===== config.mk =====
export PLATFORM = sky130hd
export DESIGN_NAME = mdc_dma_ctrl
export DESIGN_NICKNAME = d
export VERILOG_FILES = /design/src/rtl/mdc_pkg.sv /design/src/rtl/mdc_dma_ctrl.sv
export VERILOG_INCLUDE_DIRS = /design/src /design/src/rtl
export SDC_FILE = /design/constraint.sdc
export NUM_CORES = 1
export LEC_CHECK = 0
export ABC_AREA = 0
export BUFFER_PORTS_ARGS = -buffer_cell sky130_fd_sc_hd__buf_2
export CORE_MARGIN = 4
export CORE_UTILIZATION = 35
export CTS_CLUSTER_DIAMETER = 200
export DETAILED_ROUTE_END_ITERATION = 7
export HOLD_SLACK_MARGIN = 0.02
export PLACE_DENSITY = 0.54
export SLEW_MARGIN = 20
export SYNTH_ARGS = -nofsm -noshare
export SYNTH_HDL_FRONTEND = slang
export SYNTH_SLANG_ARGS = --single-unit

===== constraint.sdc =====
create_clock -name core_clk -period 9.55 [get_ports core_clk]
set_input_delay 1.91 -clock core_clk [delete_from_list [all_inputs] [get_ports core_clk]]
set_output_delay 1.91 -clock core_clk [all_outputs]
set_load 0.02 [all_outputs]

===== src/rtl/mdc_regs.svh =====
/*
 * constants of the eight-channel dma controller: widths, codes, steps.
 * assumes inclusion by bare name from package and design files.
 */
`ifndef MDC_REGS_SVH
`define MDC_REGS_SVH
`define MDC_NCH 8
`define MDC_CHW 3
`define MDC_NIRQ 128
`define MDC_SELW 7
`define MDC_AW 11
`define MDC_DW 16
`define MDC_BW 8
`define MDC_LW 10
`define MDC_IND_W 8
`define MDC_MODE_ONESHOT 2'h0
`define MDC_MODE_CONT 2'h1
`define MDC_MODE_PINGPONG 2'h2
`define MDC_WORD_STEP 11'h002
`define MDC_BYTE_STEP 11'h001
`define MDC_PTR_RST 11'h000
`define MDC_CNT_RST 10'h000
`define MDC_BE_ALL 2'h3
`define MDC_BE_LO 2'h1
`define MDC_BE_HI 2'h2
`define MDC_IRQ_EXT0 7'h00
`define MDC_IRQ_CAP1 7'h01
`define MDC_IRQ_CMP1 7'h02
`define MDC_IRQ_CAP2 7'h05
`define MDC_IRQ_CMP2 7'h06
`define MDC_IRQ_TMR2 7'h07
`define MDC_IRQ_TMR3 7'h08
`define MDC_IRQ_SPI1 7'h0A
`define MDC_IRQ_U1RX 7'h0B
`define MDC_IRQ_U1TX 7'h0C
`define MDC_IRQ_ADC1 7'h0D
`define MDC_IRQ_ADC2 7'h15
`define MDC_IRQ_U2RX 7'h1E
`define MDC_IRQ_U2TX 7'h1F
`define MDC_IRQ_SPI2 7'h21
`define MDC_IRQ_CAN1RX 7'h22
`define MDC_IRQ_CAN2RX 7'h37
`define MDC_IRQ_CODEC 7'h3C
`define MDC_IRQ_CAN1TX 7'h46
`define MDC_IRQ_CAN2TX 7'h47
`endif


===== src/rtl/mdc_pkg.sv =====
/*
 * types of the eight-channel dma controller.
 * assumes mdc_regs.svh on the include path.
 */
`default_nettype none
`include "mdc_regs.svh"
package mdc_pkg;
  typedef struct packed {
    logic enable;
    logic toPeriph;
    logic byteMode;
    logic postInc;
    logic periphInd;
    logic [1:0] mode;
    logic halfIrq;
    logic [`MDC_SELW-1:0] reqSel;
    logic [`MDC_AW-1:0] startA;
    logic [`MDC_AW-1:0] startB;
    logic [`MDC_LW-1:0] blockLen;
  } mdc_chan_cfg_type;
  typedef struct packed {
    logic re;
    logic we;
    logic [1:0] be;
    logic [`MDC_AW-1:0] addr;
    logic [`MDC_DW-1:0] wdata;
  } mdc_ram_req_type;
  typedef struct packed {
    logic re;
    logic we;
    logic [`MDC_SELW-1:0] sel;
    logic [`MDC_DW-1:0] wdata;
  } mdc_per_req_type;
  typedef enum logic [3:0] {
    MDC_ST_IDLE = 4'b0001,
    MDC_ST_RD = 4'b0010,
    MDC_ST_CAP = 4'b0100,
    MDC_ST_WB = 4'b1000
  } mdc_state_type;
endpackage
`default_nettype wire


===== src/rtl/mdc_dma_ctrl.sv =====
/*
 * eight-channel dma engine moving elements between peripheral
 * registers and a dual-port dma ram on its own port.
 * assumes: config inputs, requests and read data come from logic on
 * core_clk; both read ports return data one cycle after the strobe.
 */
`default_nettype none
`include "mdc_regs.svh"
// Contract
// eight independent transfer channels
// private configuration and status per channel
// ram to peripheral or peripheral to ram
// word or byte element per channel
// ram pointer, optional post-increment
// peripheral supplies low ram address bits
// one-shot stops after one block
// continuous reloads start after each block
// ping-pong alternates two start addresses
// start by peripheral or forced request
// trigger selectable among twenty peripherals
// interrupt on block completion; code raises it only while halfIrq is clear
// optional interrupt at half block
// dedicated ram port, no processor cycles
// first request select code set
// second request select code set
// software keeps buffers inside dma ram
// whole block moves without software help
// lowest channel first, one element
// block counter decrements to terminal value
module mdc_dma_ctrl (
  input wire logic core_clk,
  input wire logic reset_n,
  input wire mdc_pkg::mdc_chan_cfg_type [`MDC_NCH-1:0] chanCfg,
  input wire logic [`MDC_NCH-1:0] forceReq,
  input wire logic [`MDC_NIRQ-1:0] periphIrq,
  input wire logic [`MDC_IND_W-1:0] periphIndBits,
  input wire logic [`MDC_DW-1:0] periphRdata,
  input wire logic [`MDC_DW-1:0] ramRdata,
  output var mdc_pkg::mdc_ram_req_type ramReq,
  output var mdc_pkg::mdc_per_req_type perReq,
  output var logic [`MDC_NCH-1:0] chanIrq,
  output var logic [`MDC_NCH-1:0] chanBusy
);
  import mdc_pkg::*;

  ////////////////////////////////////////////////////////////////////
  // reset release and helpers

  logic [1:0] rstSync_r;
  logic rstN;

  always_ff @(posedge core_clk or negedge reset_n) begin
    if (!reset_n) begin
      rstSync_r <= 2'h0;
    end else begin
      rstSync_r <= {rstSync_r[0], 1'b1};
    end
  end
  assign rstN = rstSync_r[1];

  // accepted select codes
  function automatic logic irqKnown(input logic [`MDC_SELW-1:0] s);
    case (s)
      `MDC_IRQ_EXT0, `MDC_IRQ_CAP1, `MDC_IRQ_CMP1, `MDC_IRQ_CAP2,
      `MDC_IRQ_CMP2, `MDC_IRQ_TMR2, `MDC_IRQ_TMR3, `MDC_IRQ_SPI1,
      `MDC_IRQ_U1RX, `MDC_IRQ_U1TX, `MDC_IRQ_ADC1, `MDC_IRQ_ADC2,
      `MDC_IRQ_U2RX, `MDC_IRQ_U2TX, `MDC_IRQ_SPI2, `MDC_IRQ_CAN1RX,
      `MDC_IRQ_CAN2RX, `MDC_IRQ_CODEC, `MDC_IRQ_CAN1TX,
      `MDC_IRQ_CAN2TX: irqKnown = 1'b1;
      default: irqKnown = 1'b0;
    endcase
  endfunction

  function automatic logic [`MDC_CHW-1:0] lowestIdx(input logic [`MDC_NCH-1:0] v);
    lowestIdx = '0;
    for (int k = `MDC_NCH - 1; k >= 0; k--) begin
      if (v[k]) begin
        lowestIdx = `MDC_CHW'(k);
      end
    end
  endfunction

  ////////////////////////////////////////////////////////////////////
  // per-channel request capture

  logic [`MDC_AW-1:0] ptr_r [`MDC_NCH];
  logic [`MDC_LW-1:0] remain_r [`MDC_NCH];
  logic [`MDC_NCH-1:0] pend_r, halted_r, pingB_r, enPrev_r;
  logic [`MDC_NCH-1:0] enVec, reqHit, startup, pendable;
  mdc_state_type state_r;
  logic [`MDC_CHW-1:0] cur_r;
  logic [`MDC_AW-1:0] addr_r;

  genvar g;
  generate
    for (g = 0; g < `MDC_NCH; g++) begin : gReq
      assign enVec[g] = chanCfg[g].enable;
      // peripheral or forced trigger
      assign reqHit[g] = chanCfg[g].enable && !halted_r[g] &&
        ((irqKnown(chanCfg[g].reqSel) && periphIrq[chanCfg[g].reqSel])
        || forceReq[g]);
    end
  endgenerate

  assign startup = enVec & ~enPrev_r;
  assign pendable = pend_r & enVec & ~halted_r;

  ////////////////////////////////////////////////////////////////////
  // arbitration and current-channel view

  logic grant;
  logic [`MDC_CHW-1:0] gntIdx;
  mdc_chan_cfg_type gCfg, curCfg;
  logic [`MDC_AW-1:0] gPtr, curPtr, incPtr, reloadPtr, gAddr;
  logic [`MDC_LW-1:0] curRemain;
  logic stepNow, endNow, halfNow, curPing;
  logic [`MDC_NCH-1:0] curMask;

  // lowest pending channel wins
  assign grant = (state_r == MDC_ST_IDLE) && (|pendable);
  assign gntIdx = lowestIdx(pendable);
  assign gCfg = chanCfg[gntIdx];
  assign gPtr = ptr_r[gntIdx];
  // peripheral bits replace the word offset
  assign gAddr = gCfg.periphInd ?
    {gPtr[`MDC_AW-1:`MDC_IND_W+1], periphIndBits, 1'b0} : gPtr;

  assign curCfg = chanCfg[cur_r];
  assign curPtr = ptr_r[cur_r];
  assign curRemain = remain_r[cur_r];
  assign curPing = pingB_r[cur_r];
  assign curMask = `MDC_NCH'(1) << cur_r;
  assign stepNow = (state_r == MDC_ST_CAP);
  // terminal count and midpoint
  assign endNow = (curRemain == `MDC_CNT_RST);
  assign halfNow = (curRemain == (curCfg.blockLen >> 1));
  // step by element size
  assign incPtr = !curCfg.postInc ? curPtr :
    curPtr + (curCfg.byteMode ? `MDC_BYTE_STEP : `MDC_WORD_STEP);
  // next block start
  assign reloadPtr = (curCfg.mode == `MDC_MODE_PINGPONG && !curPing) ?
    curCfg.startB : curCfg.startA;

  ////////////////////////////////////////////////////////////////////
  // channel state, one private slot per channel

  // eight private channel slots
  always_ff @(posedge core_clk or negedge rstN) begin
    if (!rstN) begin
      for (int i = 0; i < `MDC_NCH; i++) begin
        ptr_r[i] <= `MDC_PTR_RST;
        remain_r[i] <= `MDC_CNT_RST;
      end
      pend_r <= '0;
      halted_r <= '0;
      pingB_r <= '0;
      enPrev_r <= '0;
    end else begin
      enPrev_r <= enVec;
      for (int i = 0; i < `MDC_NCH; i++) begin
        if (startup[i]) begin
          ptr_r[i] <= chanCfg[i].startA;
          remain_r[i] <= chanCfg[i].blockLen;
          pingB_r[i] <= 1'b0;
          halted_r[i] <= 1'b0;
        end else if (stepNow && cur_r == `MDC_CHW'(i)) begin
          // count down, reload at end
          if (endNow) begin
            remain_r[i] <= curCfg.blockLen;
            ptr_r[i] <= reloadPtr;
            // swap buffers
            if (curCfg.mode == `MDC_MODE_PINGPONG) begin
              pingB_r[i] <= ~pingB_r[i];
            end
            // one-shot halts
            if (curCfg.mode == `MDC_MODE_ONESHOT) begin
              halted_r[i] <= 1'b1;
            end
          end else begin
            remain_r[i] <= curRemain - `MDC_LW'(1);
            ptr_r[i] <= incPtr;
          end
        end
        // new request wins over grant clear
        if (reqHit[i]) begin
          pend_r[i] <= 1'b1;
        end else if (!enVec[i] || (grant && gntIdx == `MDC_CHW'(i))) begin
          pend_r[i] <= 1'b0;
        end
      end
    end
  end

  ////////////////////////////////////////////////////////////////////
  // element sequencer

  // hardware walks the block element by element
  always_ff @(posedge core_clk or negedge rstN) begin
    if (!rstN) begin
      state_r <= MDC_ST_IDLE;
      cur_r <= '0;
      addr_r <= `MDC_PTR_RST;
    end else begin
      unique case (state_r)
        MDC_ST_IDLE: begin
          if (grant) begin
            cur_r <= gntIdx;
            addr_r <= gAddr;
            state_r <= MDC_ST_RD;
          end
        end
        MDC_ST_RD: state_r <= MDC_ST_CAP;
        MDC_ST_CAP: state_r <= MDC_ST_WB;
        MDC_ST_WB: state_r <= MDC_ST_IDLE;
        default: state_r <= MDC_ST_IDLE;
      endcase
    end
  end

  // private ram port, addresses only within dma ram
  always_ff @(posedge core_clk or negedge rstN) begin
    if (!rstN) begin
      ramReq <= '0;
      perReq <= '0;
    end else begin
      ramReq.re <= 1'b0;
      ramReq.we <= 1'b0;
      perReq.re <= 1'b0;
      perReq.we <= 1'b0;
      // read side chosen by direction
      if (grant) begin
        if (gCfg.toPeriph) begin
          ramReq.re <= 1'b1;
          ramReq.addr <= gAddr;
          ramReq.be <= `MDC_BE_ALL;
        end else begin
          perReq.re <= 1'b1;
          perReq.sel <= gCfg.reqSel;
        end
      end
      // write side, byte lanes
      if (stepNow) begin
        if (curCfg.toPeriph) begin
          perReq.we <= 1'b1;
          perReq.sel <= curCfg.reqSel;
          if (!curCfg.byteMode) begin
            perReq.wdata <= ramRdata;
          end else if (addr_r[0]) begin
            perReq.wdata <= {`MDC_BW'(0), ramRdata[`MDC_DW-1:`MDC_BW]};
          end else begin
            perReq.wdata <= {`MDC_BW'(0), ramRdata[`MDC_BW-1:0]};
          end
        end else begin
          ramReq.we <= 1'b1;
          ramReq.addr <= addr_r;
          if (curCfg.byteMode) begin
            ramReq.wdata <= {2{periphRdata[`MDC_BW-1:0]}};
            ramReq.be <= addr_r[0] ? `MDC_BE_HI : `MDC_BE_LO;
          end else begin
            ramReq.wdata <= periphRdata;
            ramReq.be <= `MDC_BE_ALL;
          end
        end
      end
    end
  end

  // one interrupt pulse per channel
  always_ff @(posedge core_clk or negedge rstN) begin
    if (!rstN) begin
      chanIrq <= '0;
      chanBusy <= '0;
    end else begin
      chanBusy <= enVec & ~halted_r;
      if (stepNow && (curCfg.halfIrq ? halfNow : endNow)) begin
        chanIrq <= curMask;
      end else begin
        chanIrq <= '0;
      end
    end
  end
endmodule
`default_nettype wire


==> metrics.md, run 1 <==
| Metric | Value |
|---|---|
| Filler cells | `6820` |
| # IOs | `626` |
| Area of the core | `about 0.07 sq mm` |
| Synth-to-layout area growth | `20.17%` |
| CTS sink count | `292` |
| Fin. Hold Viols | `0` |
| Worst slew pin tran | `1.117 ns` |
| Lkg Pwr | `approximately 12 nW` |
| GP Congestion | `0.9373` |
| Max-Cap Viols | `0` |
| Clock Path Buffers | `3` |
| Pin count of the biggest net entering global routing | `159` |
| Worst Path Required | `9.98 ns` |
| Power Density | `between 200 and 250 mW/mm^2` |
| Critical Path End Type | `flop` |
| Endpoints failing setup | `0` |
| Hold path cells | `0` |
| Top FF cell, synth | `dfrtp_1` |
| Post-synth top area share | `0.2954` |
| Final WL | `roughly 110 mm` |
| DRT iter0 DRCs | `just under 3000` |
| Most common cell after layout, fill and taps aside | `buf_2` |
| Largest family of logic cells by synthesized area | `multiplexers` |
| Layout Cells excl Fill | `3841` |
| Post-Syn Instances | `between 2000 and 2500` |
| Register area | `0.007323 sq mm` |
| Share of layout cells above drive strength 1 | `0.3968` |
| Placed Area | `approximately 0.028 sq mm` |
| Seq/Total Area, Yosys | `0.2965` |
| Kind of critical path | `reg2reg` |
| ANT nets after route | `0` |
| Commonest cells after routing, fill and taps aside | `625 x buf_2, 322 x mux4_2, 320 x nand2_1` |
| Final min period | `5.482 ns` |
| Crit path launch | `cur_r[0]$_DFFE_PN0P_` |
| Critical Path Start Type | `flop` |
| Nets | `3424` |
| Hold path startpoint | `rstSync_r[0]$_DFF_PN0_` |
| Hold-fix buffers, CTS | `0` |
| Post-synth cell types | `85` |
| Htree depth | `2` |
| Crit path max fanout | `78` |
| Die width | `~270 um` |
| Mapped Area | `about 0.025 sq mm` |
| CP Cell Sequence | `buf_12 -> mux4_2 -> mux2i_4 -> ha_1 -> a21oi_1 -> nor3_1 -> and4_1 -> nand2_1 -> xor2_1 -> mux2i_2 -> o21ai_1` |
| Worst VDD drop | `0.2135 mV` |
| Fin crit share | `0.5740` |
| Worst R2R Start | `cur_r[0]$_DFFE_PN0P_` |
| Post-synthesis xor/xnor area fraction | `0.01244` |
| GRT Util Overall | `0.2901` |
| Cell taking the most area after synthesis | `dfrtp_1` |
| Number of buffers created by CTS | `38` |
| Rows | `97` |
| Via count | `24160` |
| Cell family with most CP delay | `multiplexers` |
| Critical Path AT | `5.91 ns` |
| Worst-Skew Late Latency | `0.58 ns` |
| Overall power | `6.578 mW` |
| Multi-input gate area | `0.01632 sq mm` |
| Worst Path Buf+Inv | `1` |
| Vias in the first global route | `around 24000` |
| Post-synth ARST share | `1.000` |
| Placed insts | `3766` |
| Crit-path slowest cell | `dfrtp_4` |
| Final slew viol count | `0` |
| DRC | `0` |
| Syn_area_per_cell | `10.31 sq um` |
| Initial core utilization | `0.3526` |
| R2R cell count | `11` |
| Synth Area in Compound Gates | `0.1639` |
| First-pass GRT wire length | `162.9 mm` |
| Clock root buffer | `clkbuf_16` |
| F_max | `182.4 MHz` |
| Mux cell area share after synthesis | `0.3435` |
| Initial antenna violation count | `16` |
| Die ar. | `about 0.075 sq mm` |
| CTS tree | `built` |
| Drt pass-1 iters | `6` |
| Reg2reg end | `ptr_r[75]$_DFFE_PN0P_` |
| Status | `completed` |
| Post-synthesis simple-gate area fraction | `0.1343` |
| RSZ-0062 raised after global routing | `no` |
| Post-synthesis adder-cell area fraction | `0.002335` |
| WL/cell | `29.36 um` |
| Yosys warnings | `0` |
| Finished Cell Area | `0.02962 sq mm` |
| Die Span Y | `273.4 um` |
| Post-CTS resize count | `0` |
| Relative slew slack | `0.2530` |
| Overflow left after global routing | `0` |
| Top area cells in the synthesized netlist | `dfrtp_1 30%, mux4_2 29%, a21oi_1 4.9%` |
| Worst hold path class | `reg2reg` |
| Clock Skew | `between 0.02 and 0.03 ns` |
| Dpl hpwl | `between 80 and 90 mm` |
| Number of flops mapped to enable cells by yosys | `0` |
| Final hold slack | `approximately 0.36 ns` |
| PortBufs | `~630` |
| Vias per inst | `~6.3` |
| Post-CTS setup buffers | `0` |
| Reg clk slew, reported paths | `about 0.06 ns` |
| Crit-path max cell delay | `1.07 ns` |
| Reg-to-reg setup timing slack | `roughly 4.1 ns` |
| TNS Setup | `0 ns` |
| Mapped Nets | `2949` |
| WHS Endpoint | `rstSync_r[1]$_DFF_PN0_` |
| Flops & latches, synth | `292` |
metrics by stage:
stage / utilization / setup slack, ns
3_5_place_dp: 0.4051 / 3.912
5_1_grt: 0.4236 / 3.677
4_1_cts: 0.4233 / 3.985
3_3_place_gp: 0.4050 / 3.974
2_1_floorplan: - / 0.8113
6_report: 0.4237 / 4.068
how the worst max path moves through the flow:
stage                                 end  slack (ns)  cells after the start
floorplan           addr_r[0]$_DFFE_PN0P_        0.81                      0
global placement    ptr_r[86]$_DFFE_PN0P_        3.97                     11
detailed placement  ptr_r[53]$_DFFE_PN0P_        3.91                     11
CTS                 ptr_r[53]$_DFFE_PN0P_        3.99                     11
global route        ptr_r[75]$_DFFE_PN0P_        3.68                     11
finish              ptr_r[75]$_DFFE_PN0P_        4.07                     11
registers in the layout, indices dropped and copies added, names as in the netlist:
name	count
ramReq	31
chanIrq	8
addr_r	11
halted_r	8
ptr_r	88
perReq	25
remain_r	80
chanBusy	8
rstSync_r	2
state_r	4
cur_r	3
enPrev_r	8
pend_r	8
pingB_r	8
synthesized netlist by cell type (all sizes together) (18+ instances only):
master and n:
xor2 18, mux4 322, nor2b 29, a221o 18, nand2b 41, nor2 147
mux2i 82, o21ai 229, o211ai 29, a21o 27, nand3 42, dfrtp 291
clkbuf 144, mux2 28, a21oi 247, nor3 22, buf 86, nand2 324
and3 47
logic make-up after synthesis:
logic type               count (synthesis)
AO/OA/AOI/OAI                          671
XOR/XNOR                                35
adder cells (fa/ha/maj)                  4
buffers and inverters                  246
flip-flops                             292
multiplexers                           432
other                                    1
AND/OR/NAND/NOR                        710
layout make-up:
class                      count  share of cell area
sequential                   292              0.2472
timing repair buffer         665              0.1167
antenna                        8           0.0006758
tap                          940             0.03971
clock buffer                  51             0.03650
inverter                      16            0.002028
clock inverter                16            0.006294
multi-input combinational   1853              0.5509
metal layers:
layer	GRT usage	vias to the layer above	share of wire
met5	0.001974	-	0.00030
met4	0.09421	6	0.035
met2	0.4426	1629	0.45
li1	-	10120	-
met3	0.07363	236	0.11
met1	0.4059	12160	0.40
power by group:
part / leakage [nW] / internal (mW) / switching, mW
clock network: 0.624 / 0.881 / 0.608
logic: 8.06 / 1.39 / 1.92
registers: 3.57 / 1.49 / 0.284
total: 12.3 / 3.77 / 2.81
worst register-to-register path: stages (launching register included):
cell     delay [ns]
dfrtp_4        1.07
buf_12         0.58
mux4_2         0.70
mux2i_4        0.74
ha_1           0.30
a21oi_1        0.06
nor3_1         0.58
and4_1         0.41
nand2_1        0.09
xor2_1         0.16
mux2i_2        0.50
o21ai_1        0.16
(Power assumes the default switching activity.)
==> run 2: changes to the inputs <==
--- a/config.mk
+++ b/config.mk
@@ -13,7 +13,7 @@
 export CTS_CLUSTER_DIAMETER = 200
 export DETAILED_ROUTE_END_ITERATION = 7
 export HOLD_SLACK_MARGIN = 0.02
-export PLACE_DENSITY = 0.54
+export PLACE_DENSITY = 0.56
 export SLEW_MARGIN = 20
 export SYNTH_ARGS = -nofsm -noshare
 export SYNTH_HDL_FRONTEND = slang
==> constraint.sdc (replaced) <==
create_clock -name core_clk -period 4.65 [get_ports core_clk]
set_input_delay 0.93 -clock core_clk [delete_from_list [all_inputs] [get_ports core_clk]]
set_output_delay 0.93 -clock core_clk [all_outputs]
set_load 0.02 [all_outputs]
==> run 2 against run 1 <==
Compared with the run above:
- via count increased by 2.5%
- combinational power increased by 110%
- worst hold slack got worse by 0.21 ns
- routed wire length increased by 3.6%
- non-clock buffer count increased by 40
- flip-flop and latch count unchanged
- critical path type unchanged
==> metrics.md, run 2 (synthesis gave the netlist of run 1 again) <==
| Metric | Value |
|---|---|
| Status | `completed` |
| Worst Path Buf+Inv | `2 (+1)` |
| Int Power | `7.823 mW (+110%)` |
| Most used cell, CP | `buf_4` |
| Crit path max fanout | `25 (-68%)` |
| Htree depth | `2 (unchanged)` |
| Crit-path slowest cell | `dfrtp_4` |
| Final min period | `4.070 ns (-1.412 ns)` |
| Fin util | `0.4285 (+0.004743)` |
| Final WL | `116.8 mm (+3.6%)` |
| CP Cell Sequence | `buf_4 -> mux4_2 -> mux2i_1 -> ha_1 -> nand2_2 -> nor3_4 -> buf_4 -> mux2i_4 -> a21oi_1 -> a21o_1` |
| Layout Cells excl Fill | `3890 (+1.3%)` |
| Comb power frac | `0.514 (+0.010)` |
| DRT iter0 DRCs | `2925 (+0.41%)` |
| R2R cell count | `10 (-1)` |
| # IOs | `626 (unchanged)` |
| Sw Share | `0.4241 (-0.003096)` |
| Critical Path Start Type | `flop` |
| Worst hold path class | `in2async` |
| Worst R2R Start | `cur_r[0]$_DFFE_PN0P_` |
| Initial core utilization | `0.3526 (unchanged)` |
| Commonest cells after routing, fill and taps aside | `625 x buf_2, 322 x mux4_2, 320 x nand2_1` |
| Lkg Pwr | `12.48 nW (+1.8%)` |
| Reg-to-reg setup timing slack | `0.58 ns (-3.49 ns)` |
| Switch Pwr | `5.761 mW (+110%)` |
| First-pass GRT wire length | `167.4 mm (+2.8%)` |
| Worst Path Required | `5.10 ns (-4.88 ns)` |
| Fin. Hold Viols | `0 (unchanged)` |
| F_max | `245.7 MHz (+35%)` |
| Overflow left after global routing | `0 (unchanged)` |
| Crit path launch | `cur_r[0]$_DFFE_PN0P_` |
| Kind of critical path | `reg2reg` |
| TNS Setup | `0 ns (unchanged)` |
| Dpl hpwl | `85.47 mm (+5.5%)` |
| Clock root buffer | `clkbuf_16` |
| CTS tree | `built` |
| Nets | `3462 (+1.1%)` |
| DRC | `0 (unchanged)` |
| Number of flip-flops in the largest register | `88 (unchanged)` |
| Die ar. | `0.07473 sq mm (unchanged)` |
| Placed insts | `3806 (+1.1%)` |
| PortBufs | `625 (unchanged)` |
| Most common cell after layout, fill and taps aside | `buf_2` |
| GP Congestion | `0.9439 (+0.70%)` |
| Reg clk slew, reported paths | `0.06 ns (about the same)` |
| Vias per inst | `6.363 (+1.2%)` |
| Clock network fraction of total power | `0.221 (-0.005)` |
| Number of buffers created by CTS | `36 (-5.3%)` |
| Area of the core | `0.06991 sq mm (unchanged)` |
| ANT nets after route | `0 (unchanged)` |
| Critical Path End Type | `flop` |
| Fin crit share | `0.8754 (+0.3013)` |
| Relative slew slack | `0.2123 (-0.04072)` |
| Synth-to-layout area growth | `21.52%` |
| Hold-fix buffers, CTS | `0 (unchanged)` |
| Critical Path AT | `4.52 ns (-1.39 ns)` |
| Top flop regs | `ptr_r (88), remain_r (80), ramReq (31)` |
| Clock Path Buffers | `3 (unchanged)` |
| Worst-Skew Late Latency | `0.57 ns (about the same)` |
| Drt pass-1 iters | `6 (unchanged)` |
| Max-Cap Viols | `0 (unchanged)` |
| Post-CTS setup buffers | `0 (unchanged)` |
| Reg2reg end | `ptr_r[46]$_DFFE_PN0P_` |
| Final slew viol count | `0 (unchanged)` |
| RSZ-0062 raised after global routing | `no` |
| Cell family with most CP delay | `multiplexers` |
| Endpoints failing setup | `0 (unchanged)` |
| WL/cell | `30.03 um (+2.3%)` |
| GRT Util Overall | `0.3002 (+0.01015)` |
| Sequential group share of total power | `0.265 (-0.005)` |
| Share of layout cells above drive strength 1 | `0.4040 (+0.007138)` |
| Initial antenna violation count | `20 (+4)` |
| CTS sink count | `292 (unchanged)` |
| Clock Skew | `0.03553 ns (+0.005642 ns)` |
| Pin count of the biggest net entering global routing | `146 (-8.2%)` |
| Rows | `97 (unchanged)` |
| Die width | `273.4 um (unchanged)` |
| Vias in the first global route | `24450 (+1.5%)` |
| Reg with most FFs | `ptr_r` |
| Worst VDD drop | `0.2578 mV (+21%)` |
| Via count | `24750 (+2.5%)` |
| Worst slew pin tran | `1.179 ns (+0.06171 ns)` |
| Power Density | `453.5 mW/mm^2 (+100%)` |
| Crit-path max cell delay | `0.75 ns (-0.32 ns)` |
| Die Span Y | `273.4 um (unchanged)` |
| Post-CTS resize count | `0 (unchanged)` |
-- run 2: cell count changes in the layout (fill, tap and decap cells not counted), moves of 2 or more --
cell       previous run  this run
clkbuf_8              6         8
buf_12                2         4
buf_4                37        76
diode_2               8        19
clkbuf_16            39        36
nor2b_2               8         0
nor2b_4               0         8
-- run 2: stage by stage --
step	setup WS [ns]	cell area (sq um)	total power, mW	hold slack (ns)
final	0.5795	29950	13.58	0.1480
after global routing	0.3721	29950	14.23	0.1378
after CTS	0.6125	29900	13.55	0.1240
after detailed placement	0.6029	28670	10.52	0.3498
after global placement	0.6679	28670	10.44	0.3361
after floorplan	0.7114	24650	8.301	0.3312
-- run 2: layout make-up --
| cell class | instances | area, sq um |
|---|---|---|
| Fill cell | 6850 | 39950 |
| Multi-Input combinational cell | 1853 | 16330 |
| Sequential cell | 292 | 7323 |
| Timing Repair Buffer | 705 | 3779 |
| Tap cell | 940 | 1176 |
| Clock buffer | 50 | 1033 |
| Clock inverter | 15 | 200.2 |
| Inverter | 16 | 60.06 |
| Antenna cell | 19 | 47.55 |
-- run 2: routing by layer --
metal  GRT usage  wire length (um)
met4      0.1058              4510
met2      0.4615             52770
met1      0.4123             45480
met5     0.02303               329
met3     0.07555             13730
-- run 2: worst max path at each step --
stage | end | slack, ns | cells after the start
finish | ptr_r[46]$_DFFE_PN0P_ | 0.58 | 10
global route | ptr_r[15]$_DFFE_PN0P_ | 0.37 | 11
CTS | ptr_r[64]$_DFFE_PN0P_ | 0.61 | 9
detailed placement | ptr_r[13]$_DFFE_PN0P_ | 0.60 | 11
global placement | ptr_r[86]$_DFFE_PN0P_ | 0.67 | 11
floorplan | ptr_r[10]$_DFFE_PN0P_ | 0.71 | 16
-- run 2: power groups by stage --
stage	clock network (mW)	logic, mW	registers [mW]
4_1_cts	3.04	6.92	3.59
5_1_grt	3.13	7.44	3.66
3_3_place_gp	0	6.83	3.61
3_5_place_dp	0	6.89	3.63
2_1_floorplan	0	4.71	3.59
6_report	3.00	6.98	3.60
